### config.mk
export PLATFORM = sky130hd
export DESIGN_NAME = uart_packet_link_framer
export DESIGN_NICKNAME = d
export VERILOG_FILES = /design/src/common/framer_pkg.sv /design/src/logic/uart_packet_link_framer.sv
export SDC_FILE = /design/constraint.sdc
export NUM_CORES = 1
export LEC_CHECK = 0
export ABC_CLOCK_PERIOD_IN_PS = 12050
export BUFFER_PORTS_ARGS = -buffer_cell sky130_fd_sc_hd__buf_4
export CAP_MARGIN = 20
export CORE_ASPECT_RATIO = 1.25
export CORE_UTILIZATION = 60
export DETAILED_ROUTE_END_ITERATION = 12
export GPL_TIMING_DRIVEN = 0
export PLACE_DENSITY = 0.75
export SLEW_MARGIN = 40
export SYNTH_ARGS = -nofsm -noshare
export SYNTH_HDL_FRONTEND = slang
export SYNTH_SLANG_ARGS = --single-unit
### constraint.sdc
create_clock -name clk_i -period 12.05 [get_ports clk_i]
set_input_delay 2.41 -clock clk_i [delete_from_list [all_inputs] [get_ports clk_i]]
set_output_delay 2.41 -clock clk_i [all_outputs]
set_load 0.005 [all_outputs]
### src/common/framer_pkg.sv
package framer_pkg;
   // -------------------------------------------------------------
   // Clock and link timing
   // -------------------------------------------------------------
   localparam int unsigned CLK_HZ = 40_000_000;
   localparam int unsigned BAUD_0 = 38400;
   localparam int unsigned BAUD_1 = 57600;
   localparam int unsigned BAUD_2 = 115200;
   localparam int unsigned BAUD_3 = 230400;
   localparam int unsigned DATA_BITS = 8;
   localparam int unsigned TIMEOUT_S = 4;
   localparam int unsigned PING_GAP_US = 2000;
   localparam int unsigned TIMEOUT_CYCLES_DEF = TIMEOUT_S * CLK_HZ;
   localparam int unsigned PING_GAP_CYCLES_DEF = PING_GAP_US * (CLK_HZ / 1_000_000);
   // -------------------------------------------------------------
   // Framing constants
   // -------------------------------------------------------------
   localparam logic [7:0] PREAMBLE_BYTE = 8'h55;
   localparam logic [7:0] ASCII_P = 8'h50;
   localparam logic [7:0] ASCII_K = 8'h4b;
   localparam logic [15:0] TYPE_PING = 16'h504b;
   localparam logic [15:0] TYPE_NAK = 16'h1515;
   localparam logic [15:0] TYPE_WRITE = 16'h5746;
   localparam logic [15:0] TYPE_SET = 16'h5346;
   localparam logic [15:0] TYPE_READ = 16'h5246;
   localparam logic [15:0] TYPE_GET = 16'h4746;
   localparam logic [7:0] NAK_LEN = 8'h02;
   localparam logic [15:0] CRC_POLY = 16'h1021;
   localparam logic [15:0] CRC_INIT = 16'hffff;
   localparam logic [2:0] STOP_IDX = 3'h1;
   // -------------------------------------------------------------
   // State types
   // -------------------------------------------------------------
   typedef enum logic [2:0] {
      R_HUNT1 = 3'b000, R_HUNT2 = 3'b001, R_TYPEH = 3'b010,
      R_TYPEL = 3'b011, R_LEN = 3'b100, R_PAY = 3'b101,
      R_CRCH = 3'b110, R_CRCL = 3'b111
   } rx_state_t;
   typedef enum logic [2:0] {
      G_IDLE = 3'b000, G_RAW = 3'b001, G_HDR = 3'b010, G_CNT = 3'b011,
      G_ITEM = 3'b100, G_NAK = 3'b101, G_CRC = 3'b110
   } gen_state_t;
   typedef enum logic [1:0] {
      K_PING = 2'b00, K_FIELD = 2'b01, K_NAK = 2'b10
   } reply_kind_t;
   // Bit period in clock cycles, rounded to nearest
   function automatic logic [15:0] baud_div(input logic [1:0] sel);
      int unsigned b;
      case (sel)
         2'h0: b = BAUD_0;
         2'h1: b = BAUD_1;
         2'h2: b = BAUD_2;
         default: b = BAUD_3;
      endcase
      return 16'((CLK_HZ + b / 2) / b);
   endfunction
   // One CRC-CCITT byte step, MSB first
   function automatic logic [15:0] crc_step(input logic [15:0] c,
                                            input logic [7:0] d);
      logic [15:0] r;
      r = c ^ {d, 8'h00};
      for (int i = 0; i < 8; i++) begin
         r = r[15] ? ((r << 1) ^ CRC_POLY) : (r << 1);
      end
      return r;
   endfunction
endpackage

### src/logic/uart_packet_link_framer.sv
`timescale 1ns/1ps
module uart_packet_link_framer
   import framer_pkg::*;
#(
   parameter int unsigned FIELD_COUNT = 8,
   parameter logic [15:0] FIELD_DEFAULT = 16'h0000,
   parameter int unsigned TIMEOUT_CYCLES = TIMEOUT_CYCLES_DEF,
   parameter int unsigned PING_GAP_CYCLES = PING_GAP_CYCLES_DEF
) (
   input wire logic clk_i,
   input wire logic rst_i,
   input wire logic por_i,
   input wire logic [1:0] baud_sel_i,
   input wire logic rx_i,
   output logic tx_o,
   output logic [FIELD_COUNT*16-1:0] fields_o
);
   localparam int FW = (FIELD_COUNT > 1) ? $clog2(FIELD_COUNT) : 1;
   localparam int unsigned FLAST = FIELD_COUNT - 1;

   // -------------------------------------------------------------
   // Serial receiver
   // -------------------------------------------------------------
   logic s1, s2, s3, rx_lvl;
   logic rx_busy, byte_stb;
   logic [15:0] rx_cnt;
   logic [3:0] rx_bit;
   logic [7:0] rx_sh, rx_byte;
   wire [15:0] div = baud_div(baud_sel_i);

   // Three-stage sync; level changes once stages two and three agree
   always_ff @(posedge clk_i) begin
      s1 <= rx_i;
      s2 <= s1;
      s3 <= s2;
      if (rst_i)
         rx_lvl <= 1'b1;
      else if (s2 == s3)
         rx_lvl <= s3;
   end

   // Mid-bit sampling of start, eight data bits and stop
   always_ff @(posedge clk_i) begin
      byte_stb <= 1'b0;
      if (rst_i) begin
         rx_busy <= 1'b0;
         rx_cnt <= '0;
         rx_bit <= '0;
         rx_sh <= '0;
         rx_byte <= '0;
      end else if (!rx_busy) begin
         if (!rx_lvl) begin
            rx_busy <= 1'b1;
            rx_cnt <= div >> 1;
            rx_bit <= '0;
         end
      end else if (rx_cnt != '0) begin
         rx_cnt <= rx_cnt - 16'h0001;
      end else begin
         rx_cnt <= div - 16'h0001;
         rx_bit <= rx_bit + 4'h1;
         if (rx_bit == 4'h0 && rx_lvl)
            rx_busy <= 1'b0;                 // False start
         else if (rx_bit == 4'(DATA_BITS + 1)) begin
            rx_busy <= 1'b0;
            byte_stb <= rx_lvl;
            rx_byte <= rx_sh;
         end else if (rx_bit != 4'h0)
            rx_sh <= {rx_lvl, rx_sh[7:1]};
      end
   end

   // -------------------------------------------------------------
   // Packet parser
   // -------------------------------------------------------------
   rx_state_t rx_state;
   logic [15:0] rx_type, rx_crc, cur_id;
   logic [7:0] rx_len, pay_left, num_fields, crc_hi, val_hi;
   logic [1:0] grp_idx;
   logic first_pay, bad_id;
   logic [FIELD_COUNT-1:0] mask;
   logic [15:0] stage [FIELD_COUNT];
   logic [31:0] tmo_cnt, gap_cnt;

   wire is_wr = (rx_type == TYPE_WRITE) || (rx_type == TYPE_SET);
   wire is_rd = (rx_type == TYPE_READ) || (rx_type == TYPE_GET);
   wire [1:0] grp_last = is_wr ? 2'h3 : 2'h1;
   wire [9:0] need_len = 10'(num_fields) * (is_wr ? 10'h4 : 10'h2) + 10'h1;
   wire len_ok = (need_len == {2'h0, rx_len}) && (rx_len != 8'h00);
   wire [15:0] pay_id = {cur_id[15:8], rx_byte};
   wire [15:0] pay_val = {val_hi, rx_byte};
   wire at_crc_lo = byte_stb && rx_state == R_CRCL;
   wire crc_ok = ({crc_hi, rx_byte} == rx_crc);
   wire timeout = (rx_state != R_HUNT1)
                  && (tmo_cnt >= TIMEOUT_CYCLES - 1);
   wire ping_raw = (rx_state == R_LEN) && (rx_type == TYPE_PING)
                   && !byte_stb && (gap_cnt >= PING_GAP_CYCLES - 1);
   wire gen_idle;
   wire dispatch = at_crc_lo && crc_ok && gen_idle;
   wire fire_raw = ping_raw && gen_idle;

   // Completion window and inter-byte gap counters
   always_ff @(posedge clk_i) begin
      if (rst_i || rx_state == R_HUNT1)
         tmo_cnt <= '0;
      else
         tmo_cnt <= tmo_cnt + 32'h1;
      if (rst_i || byte_stb)
         gap_cnt <= '0;
      else if (gap_cnt != 32'hffff_ffff)
         gap_cnt <= gap_cnt + 32'h1;
   end

   // Framing state, running CRC and staged field payload
   always_ff @(posedge clk_i) begin
      if (rst_i || timeout || ping_raw) begin
         rx_state <= R_HUNT1;
      end else if (byte_stb) begin
         if (rx_state inside {R_TYPEH, R_TYPEL, R_LEN, R_PAY})
            rx_crc <= crc_step(rx_crc, rx_byte);
         case (rx_state)
            R_HUNT1: if (rx_byte == PREAMBLE_BYTE) rx_state <= R_HUNT2;
            R_HUNT2: begin
               rx_crc <= CRC_INIT;
               rx_state <= (rx_byte == PREAMBLE_BYTE) ? R_TYPEH : R_HUNT1;
            end
            R_TYPEH: begin
               rx_type[15:8] <= rx_byte;
               rx_state <= R_TYPEL;
            end
            R_TYPEL: begin
               rx_type[7:0] <= rx_byte;
               rx_state <= R_LEN;
            end
            R_LEN: begin
               rx_len <= rx_byte;
               pay_left <= rx_byte;
               first_pay <= 1'b1;
               grp_idx <= '0;
               bad_id <= 1'b0;
               mask <= '0;
               num_fields <= '0;
               rx_state <= (rx_byte == 8'h00) ? R_CRCH : R_PAY;
            end
            R_PAY: begin
               pay_left <= pay_left - 8'h01;
               first_pay <= 1'b0;
               if (first_pay)
                  num_fields <= rx_byte;
               else begin
                  grp_idx <= (grp_idx == grp_last) ? 2'h0 : grp_idx + 2'h1;
                  if (grp_idx == 2'h0) cur_id[15:8] <= rx_byte;
                  if (grp_idx == 2'h1) cur_id <= pay_id;
                  if (grp_idx == 2'h2) val_hi <= rx_byte;
                  if (grp_idx == 2'h1 && is_rd) begin
                     if (pay_id < 16'(FIELD_COUNT))
                        mask[FW'(pay_id)] <= 1'b1;
                     else
                        bad_id <= 1'b1;
                  end
                  if (grp_idx == 2'h3 && is_wr) begin
                     if (cur_id < 16'(FIELD_COUNT)) begin
                        mask[FW'(cur_id)] <= 1'b1;
                        stage[FW'(cur_id)] <= pay_val;
                     end else
                        bad_id <= 1'b1;
                  end
               end
               if (pay_left == 8'h01) rx_state <= R_CRCH;
            end
            R_CRCH: begin
               crc_hi <= rx_byte;
               rx_state <= R_CRCL;
            end
            R_CRCL: rx_state <= R_HUNT1;
            default: rx_state <= R_HUNT1;
         endcase
      end
   end

   // -------------------------------------------------------------
   // Field stores: stored defaults and working copy
   // -------------------------------------------------------------
   logic [15:0] nv [FIELD_COUNT];
   logic [15:0] vol [FIELD_COUNT];
   wire field_cmd = is_wr || is_rd;
   wire good_field = field_cmd && len_ok && !bad_id;
   wire commit_nv = dispatch && good_field && rx_type == TYPE_WRITE;
   wire commit_vol = dispatch && good_field && rx_type == TYPE_SET;
   wire [FIELD_COUNT*16-1:0] nv_flat, stage_flat, mask_wide;

   // Power-up sets defaults; system reset reloads the working copy
   always_ff @(posedge clk_i) begin
      for (int i = 0; i < FIELD_COUNT; i++) begin
         if (por_i)
            nv[i] <= FIELD_DEFAULT;
         else if (commit_nv && mask[i])
            nv[i] <= stage[i];
         if (rst_i || por_i)
            vol[i] <= por_i ? FIELD_DEFAULT : nv[i];
         else if (commit_vol && mask[i])
            vol[i] <= stage[i];
      end
   end

   genvar g;
   generate
      for (g = 0; g < FIELD_COUNT; g++) begin : g_out
         assign fields_o[g*16 +: 16] = vol[g];
         assign nv_flat[g*16 +: 16] = nv[g];
         assign stage_flat[g*16 +: 16] = stage[g];
         assign mask_wide[g*16 +: 16] = {16{mask[g]}};
      end
   endgenerate

   // -------------------------------------------------------------
   // Reply generator
   // -------------------------------------------------------------
   gen_state_t gen;
   reply_kind_t kind;
   logic [15:0] rep_type, tx_crc;
   logic [7:0] rep_len, rep_cnt;
   logic [FIELD_COUNT-1:0] rep_mask;
   logic rep_nv, rep_val;
   logic [2:0] sub;
   logic [FW-1:0] fptr;
   logic [7:0] gen_byte;
   wire buf_ready;

   // Population count of the requested field set
   function automatic logic [7:0] ones(input logic [FIELD_COUNT-1:0] m);
      logic [7:0] n;
      n = '0;
      for (int i = 0; i < FIELD_COUNT; i++) n = n + 8'(m[i]);
      return n;
   endfunction

   assign gen_idle = (gen == G_IDLE);
   wire [15:0] item_val = rep_nv ? nv[fptr] : vol[fptr];
   wire [15:0] item_id = 16'(fptr);
   wire skip = (gen == G_ITEM) && !rep_mask[fptr];
   wire push = !gen_idle && !skip && buf_ready;
   wire crc_en = push && gen != G_RAW && gen != G_CRC
                 && !(gen == G_HDR && sub < 3'h2);
   wire [2:0] item_last = rep_val ? 3'h3 : 3'h1;
   wire f_end = (fptr == FW'(FLAST));
   // Header type; a refusal keeps the offending type for its payload
   wire [15:0] hdr_type = (kind == K_NAK) ? TYPE_NAK : rep_type;

   // Byte selection for the current position
   always_comb begin
      case (gen)
         G_RAW: gen_byte = (sub == 3'h0) ? ASCII_P : ASCII_K;
         G_HDR: case (sub)
            3'h0, 3'h1: gen_byte = PREAMBLE_BYTE;
            3'h2: gen_byte = hdr_type[15:8];
            3'h3: gen_byte = hdr_type[7:0];
            default: gen_byte = rep_len;
         endcase
         G_CNT: gen_byte = rep_cnt;
         G_ITEM: case (sub)
            3'h0: gen_byte = item_id[15:8];
            3'h1: gen_byte = item_id[7:0];
            3'h2: gen_byte = item_val[15:8];
            default: gen_byte = item_val[7:0];
         endcase
         G_NAK: gen_byte = (sub == 3'h0) ? rep_type[15:8] : rep_type[7:0];
         G_CRC: gen_byte = (sub == 3'h0) ? tx_crc[15:8] : tx_crc[7:0];
         default: gen_byte = 8'h00;
      endcase
   end

   // Sequencing of reply bytes
   always_ff @(posedge clk_i) begin
      if (rst_i) begin
         gen <= G_IDLE;
         sub <= '0;
         fptr <= '0;
         kind <= K_NAK;
         rep_type <= '0;
         rep_len <= '0;
         rep_cnt <= '0;
         rep_mask <= '0;
         rep_nv <= 1'b0;
         rep_val <= 1'b0;
         tx_crc <= CRC_INIT;
      end else if (gen_idle) begin
         sub <= '0;
         fptr <= '0;
         tx_crc <= CRC_INIT;
         rep_type <= rx_type;
         rep_mask <= mask;
         rep_nv <= (rx_type == TYPE_READ) || (rx_type == TYPE_WRITE);
         rep_val <= is_rd;
         rep_cnt <= ones(mask);
         if (fire_raw)
            gen <= G_RAW;
         else if (dispatch) begin
            gen <= G_HDR;
            if (rx_type == TYPE_PING && rx_len == 8'h00) begin
               kind <= K_PING;
               rep_len <= 8'h00;
            end else if (good_field) begin
               kind <= K_FIELD;
               rep_len <= 8'(ones(mask) * (is_rd ? 8'h4 : 8'h2) + 8'h1);
            end else begin
               kind <= K_NAK;
               rep_len <= NAK_LEN;
            end
         end
      end else if (skip) begin
         fptr <= fptr + FW'(1);
         if (f_end) gen <= G_CRC;
      end else if (push) begin
         if (crc_en) tx_crc <= crc_step(tx_crc, gen_byte);
         sub <= sub + 3'h1;
         case (gen)
            G_RAW: if (sub == STOP_IDX) gen <= G_IDLE;
            G_HDR: if (sub == 3'h4) begin
               sub <= '0;
               gen <= (kind == K_PING) ? G_CRC
                    : (kind == K_NAK) ? G_NAK : G_CNT;
            end
            G_CNT: begin
               sub <= '0;
               gen <= (rep_cnt == 8'h00) ? G_CRC : G_ITEM;
            end
            G_ITEM: if (sub == item_last) begin
               sub <= '0;
               fptr <= fptr + FW'(1);
               if (f_end) gen <= G_CRC;
            end
            G_NAK: if (sub == STOP_IDX) begin
               sub <= '0;
               gen <= G_CRC;
            end
            G_CRC: if (sub == STOP_IDX) gen <= G_IDLE;
            default: gen <= G_IDLE;
         endcase
      end
   end

   // -------------------------------------------------------------
   // Two-entry buffer between generator and transmitter
   // -------------------------------------------------------------
   logic [7:0] buf_mem [2];
   logic wr_ptr, rd_ptr;
   logic [1:0] buf_cnt;
   logic tx_busy;
   assign buf_ready = (buf_cnt != 2'h2);
   wire buf_valid = (buf_cnt != 2'h0);
   wire pop = buf_valid && !tx_busy;

   always_ff @(posedge clk_i) begin
      if (rst_i) begin
         wr_ptr <= 1'b0;
         rd_ptr <= 1'b0;
         buf_cnt <= '0;
      end else begin
         if (push) begin
            buf_mem[wr_ptr] <= gen_byte;
            wr_ptr <= ~wr_ptr;
         end
         if (pop) rd_ptr <= ~rd_ptr;
         buf_cnt <= buf_cnt + 2'(push) - 2'(pop);
      end
   end

   // -------------------------------------------------------------
   // Serial transmitter
   // -------------------------------------------------------------
   logic [9:0] tx_sh;
   logic [15:0] tx_cnt;
   logic [3:0] tx_bit;

   // Start bit, eight data bits LSB first, stop bit
   always_ff @(posedge clk_i) begin
      if (rst_i) begin
         tx_busy <= 1'b0;
         tx_sh <= '1;
         tx_cnt <= '0;
         tx_bit <= '0;
         tx_o <= 1'b1;
      end else if (pop) begin
         tx_busy <= 1'b1;
         tx_sh <= {1'b1, buf_mem[rd_ptr], 1'b0};
         tx_cnt <= div - 16'h0001;
         tx_bit <= '0;
         tx_o <= 1'b0;
      end else if (tx_busy) begin
         if (tx_cnt != '0)
            tx_cnt <= tx_cnt - 16'h0001;
         else if (tx_bit == 4'(DATA_BITS + 1))
            tx_busy <= 1'b0;
         else begin
            tx_cnt <= div - 16'h0001;
            tx_bit <= tx_bit + 4'h1;
            tx_sh <= {1'b1, tx_sh[9:1]};
            tx_o <= tx_sh[1];
         end
      end
   end

   // -------------------------------------------------------------
   // Checks
   // -------------------------------------------------------------
   tx_idle_high_a: assert property (@(posedge clk_i) disable iff (rst_i)
      !tx_busy |-> tx_o) else $error("tx line low while idle");
   stop_bit_a: assert property (@(posedge clk_i) disable iff (rst_i)
      tx_busy && tx_bit == 4'h9 |-> tx_o) else $error("stop bit low");
   bit_time_a: assert property (@(posedge clk_i) disable iff (rst_i)
      tx_busy |-> tx_cnt < div) else $error("bit counter beyond period");
   preamble_a: assert property (@(posedge clk_i) disable iff (rst_i)
      push && gen == G_HDR && sub < 3'h2 |-> gen_byte == 8'h55)
      else $error("preamble byte wrong");
   bad_crc_a: assert property (@(posedge clk_i) disable iff (rst_i)
      at_crc_lo && !crc_ok && gen_idle && !fire_raw |=> gen == G_IDLE)
      else $error("reply after bad crc");
   raw_ping_a: assert property (@(posedge clk_i) disable iff (rst_i)
      fire_raw |=> gen == G_RAW && gen_byte == ASCII_P)
      else $error("raw ping not answered");
   full_ping_a: assert property (@(posedge clk_i) disable iff (rst_i)
      dispatch && rx_type == 16'h504b && rx_len == 8'h00
      |=> gen == G_HDR && kind == K_PING) else $error("ping ignored");
   commit_nv_a: assert property (@(posedge clk_i) disable iff (rst_i)
      commit_nv |=> $stable(fields_o)
      && ((nv_flat ^ $past(stage_flat)) & $past(mask_wide)) == '0)
      else $error("write fields touched working copy");
   commit_vol_a: assert property (@(posedge clk_i) disable iff (rst_i)
      commit_vol |=> $stable(nv_flat)) else $error("set fields touched defaults");
   timeout_a: assert property (@(posedge clk_i) disable iff (rst_i)
      timeout |=> rx_state == R_HUNT1) else $error("timeout not honoured");
endmodule

==> qor.csv <==
metric,value,unit
Initial Util,61.22,%
Syn. warnings,0,
CTS Buf Count,70,
Max Root-Sink Buffers,3,
vias,25559,
fin crit period,6.005,ns
Initial DRC Count,3237,
Post-Route Setup TNS,0,ns
H-tree depth,3,
clock tree sinks,710,
Mapped Area,33820,um2
post-CTS setup buffers,0,
Root Driver,clkbuf_16,
Routed WL,104900,um
share of the synthesized area in the top cell type,42.97,%
vias in the first global route,24557,
hold path depth,0,
Reg area,19070,um2
Worst Path Max Fanout,10,
hold endpoint,s2,
r2r startpoint,rx_type[7],
Final Wtd Congestion,0.9686,
"Power, Total",5.948,mW
Multi-input gate area,14040,um2
clk slew on worst S/H paths,0.07,ns
most common cell in the netlist,edfxtp_1,
Crit path required time,12.55,ns
DP Cell Count,3821,
status,finished clean,
Post-Synthesis Cells,2914,
# port buffers,134,
LEAKAGE,14.38,nW
num rows,96,
final hold violation count,0,
area grow syn2layout,14.00,%
DRC,0,
Synth area leaders,"edfxtp_1 43%, dfxtp_1 13%, mux4_2 4.5%",
CP arrival,6.50,ns
worst r2r dst,nv[0][8],
Final Slew Violations,0,
endpoints failing setup,0,
MaxCap Viol Count,0,
Setup CP Type,flip-flop to flip-flop,
Avg Inst Size Synth,11.61,um2
"EDFF count, synth",484,
largest net degree at the start of global routing,22,
P per Cell Area,154.3,nW/um2
R2R Setup Slk,6.05,ns
Worst VDD drop,0.1298,mV
NumNets Final,3224,
Worst Setup Start Kind,flip-flop,
HP Class,flip-flop to flip-flop,
CORE AREA,55250,um2
Yosys top cell by area,edfxtp_1,
CTS Hold Bufs,0,
hold_sp,s1,
drt pass-1 iters,6,
DR vias/cell,6.469,
full die area,57330,um2
sequential fraction of the synthesis area,56.34,%
later-pin clock latency in the skew report,0.65,ns
Die H,267.5,um
Synth cell types,80,
Ant. Diodes,0,
Rel. slew slack,36.27,%
filler cell count,3975,
fin crit share,49.83,%
Worst Skew,0.03853,ns
first-pass GRT wire length,153300,um
Commonest cells post-synth,"484 x edfxtp_1, 301 x nand2_1, 226 x dfxtp_1, 209 x nor2_1, 145 x clkbuf_1",
Avg WL per Cell,26.54,um
I/O pin total,135,
Routed Antenna Nets,0,
synthesis-stage register bit count,710,
initial antenna violation count,3,
Max Clk Rate,0.1665,GHz
fin cells,3951,
die width,214.4,um
final global-route overflow total,0,
# resized after CTS,0,
async set-reset flop share out of synthesis,0,%
crit end category,flip-flop,
TritonCTS clock tree,yes,
Final Core Density,69.79,%
share of layout cells above drive strength 1,17.57,%
DPL Wire Length,74290,um
RSZ-0062 raised after global routing,false,
Worst-Margin Slew,0.9559,ns
Post-synth top flop,edfxtp_1,
FF-to-FF path depth,18,
Total GRT Usage,36.30,%
power by group:
part / leakage, nW / total, mW / internal (mW) / switching [mW]
Sequential: 6.55 / 2.82 / 2.71 / 0.101
Clock: 1.15 / 2.26 / 1.27 / 0.995
Combinational: 6.68 / 0.871 / 0.323 / 0.548
kinds of logic after synthesis:
| logic type | Yosys count | share of synthesized area [%] |
|---|---|---|
| mux | 254 | 10.73 |
| fa+ha+maj | 60 | 2.353 |
| compound gates | 410 | 7.550 |
| buf+inv | 234 | 2.711 |
| other cells | 2 | 0.02220 |
| xor+xnor | 149 | 3.943 |
| flops | 710 | 56.34 |
| simple gates | 1095 | 16.35 |
layer usage:
layer	global-route usage [%]	share of wire, %	up-vias
li1	-	-	11115
met1	48.46	38	12502
met2	57.81	46	1621
met3	6.792	11	321
met4	16.89	4.8	0
met5	0	0	-
through the flow:
step                hold WS (ns)  instance area [um2]  setup WS [ns]
finish                    0.3294                38560          6.045
global route              0.3397                38560          5.870
CTS                       0.3334                38530          6.051
detailed placement        0.3198                36170          6.091
global placement          0.3113                35780          5.355
floorplan                 0.3096                33860          7.143
worst max-delay path, stage by stage, from the launching register on:
cell,delay (ns)
edfxtp_1,0.39
or4b_4,0.57
nor4_4,0.54
and3_1,0.26
clkbuf_1,0.49
nand2_1,0.12
nand2_1,0.09
ha_1,0.19
xnor2_1,0.15
xnor2_1,0.15
nand3_1,0.10
inv_1,0.08
nand4b_1,0.09
or3_1,0.38
a2111oi_4,0.72
and3b_1,0.37
buf_2,0.29
clkbuf_1,0.62
and3_1,0.27
cell usage in the layout (no fill, tap or decap), types with 29 or more instances in the layout:
cell	n
edfxtp_1	484
nand2_1	293
dfxtp_1	218
nor2_1	209
buf_4	155
clkbuf_1	148
nor2b_1	143
a21oi_1	140
and3_1	139
mux2_2	109
o21ai_0	100
xor2_1	74
xnor2_1	73
clkbuf_16	71
nand3_1	70
mux4_2	68
nor3_1	65
inv_1	64
mux2i_1	57
ha_1	54
nor4_1	29
area by class of cell:
class | instances | share of cell area, %
flip-flops and latches | 710 | 49.45
multi-input cells | 1979 | 36.40
clock buffers | 92 | 4.942
repair buffers | 163 | 3.206
well taps | 735 | 2.385
plain buffers | 167 | 1.775
clock inverters | 38 | 1.194
inverters | 67 | 0.6522
worst max path at each step:
| stage | startpoint | endpoint | depth (start not counted) | slack (ns) |
|---|---|---|---|---|
| after detailed placement | rx_type[7] | nv[3][6] | 18 | 6.09 |
| after global routing | rx_type[7] | nv[0][8] | 18 | 5.87 |
| after global placement | rst_i | stage[1][9] | 5 | 5.35 |
| after floorplan | baud_sel_i[1] | tx_cnt[2] | 13 | 7.14 |
| final | rx_type[7] | nv[0][8] | 18 | 6.05 |
| after CTS | rx_type[7] | nv[3][6] | 18 | 6.05 |
registers in the layout, indices dropped and copies added (netlist names), 6 cells and up, named ones only:
register / flops
tx_cnt: 16
stage: 128
rep_mask: 8
rx_cnt: 16
rx_len: 8
tx_crc: 16
rep_type: 16
nv: 128
crc_hi: 8
buf_mem: 16
rep_len: 6
rx_crc: 16
rx_type: 16
num_fields: 8
mask: 8
tx_sh: 9
tmo_cnt: 32
gap_cnt: 32
rx_byte: 8
pay_left: 8
val_hi: 8
vol: 128
cur_id: 16
rx_sh: 8
Power figures use the tool's default switching activity.
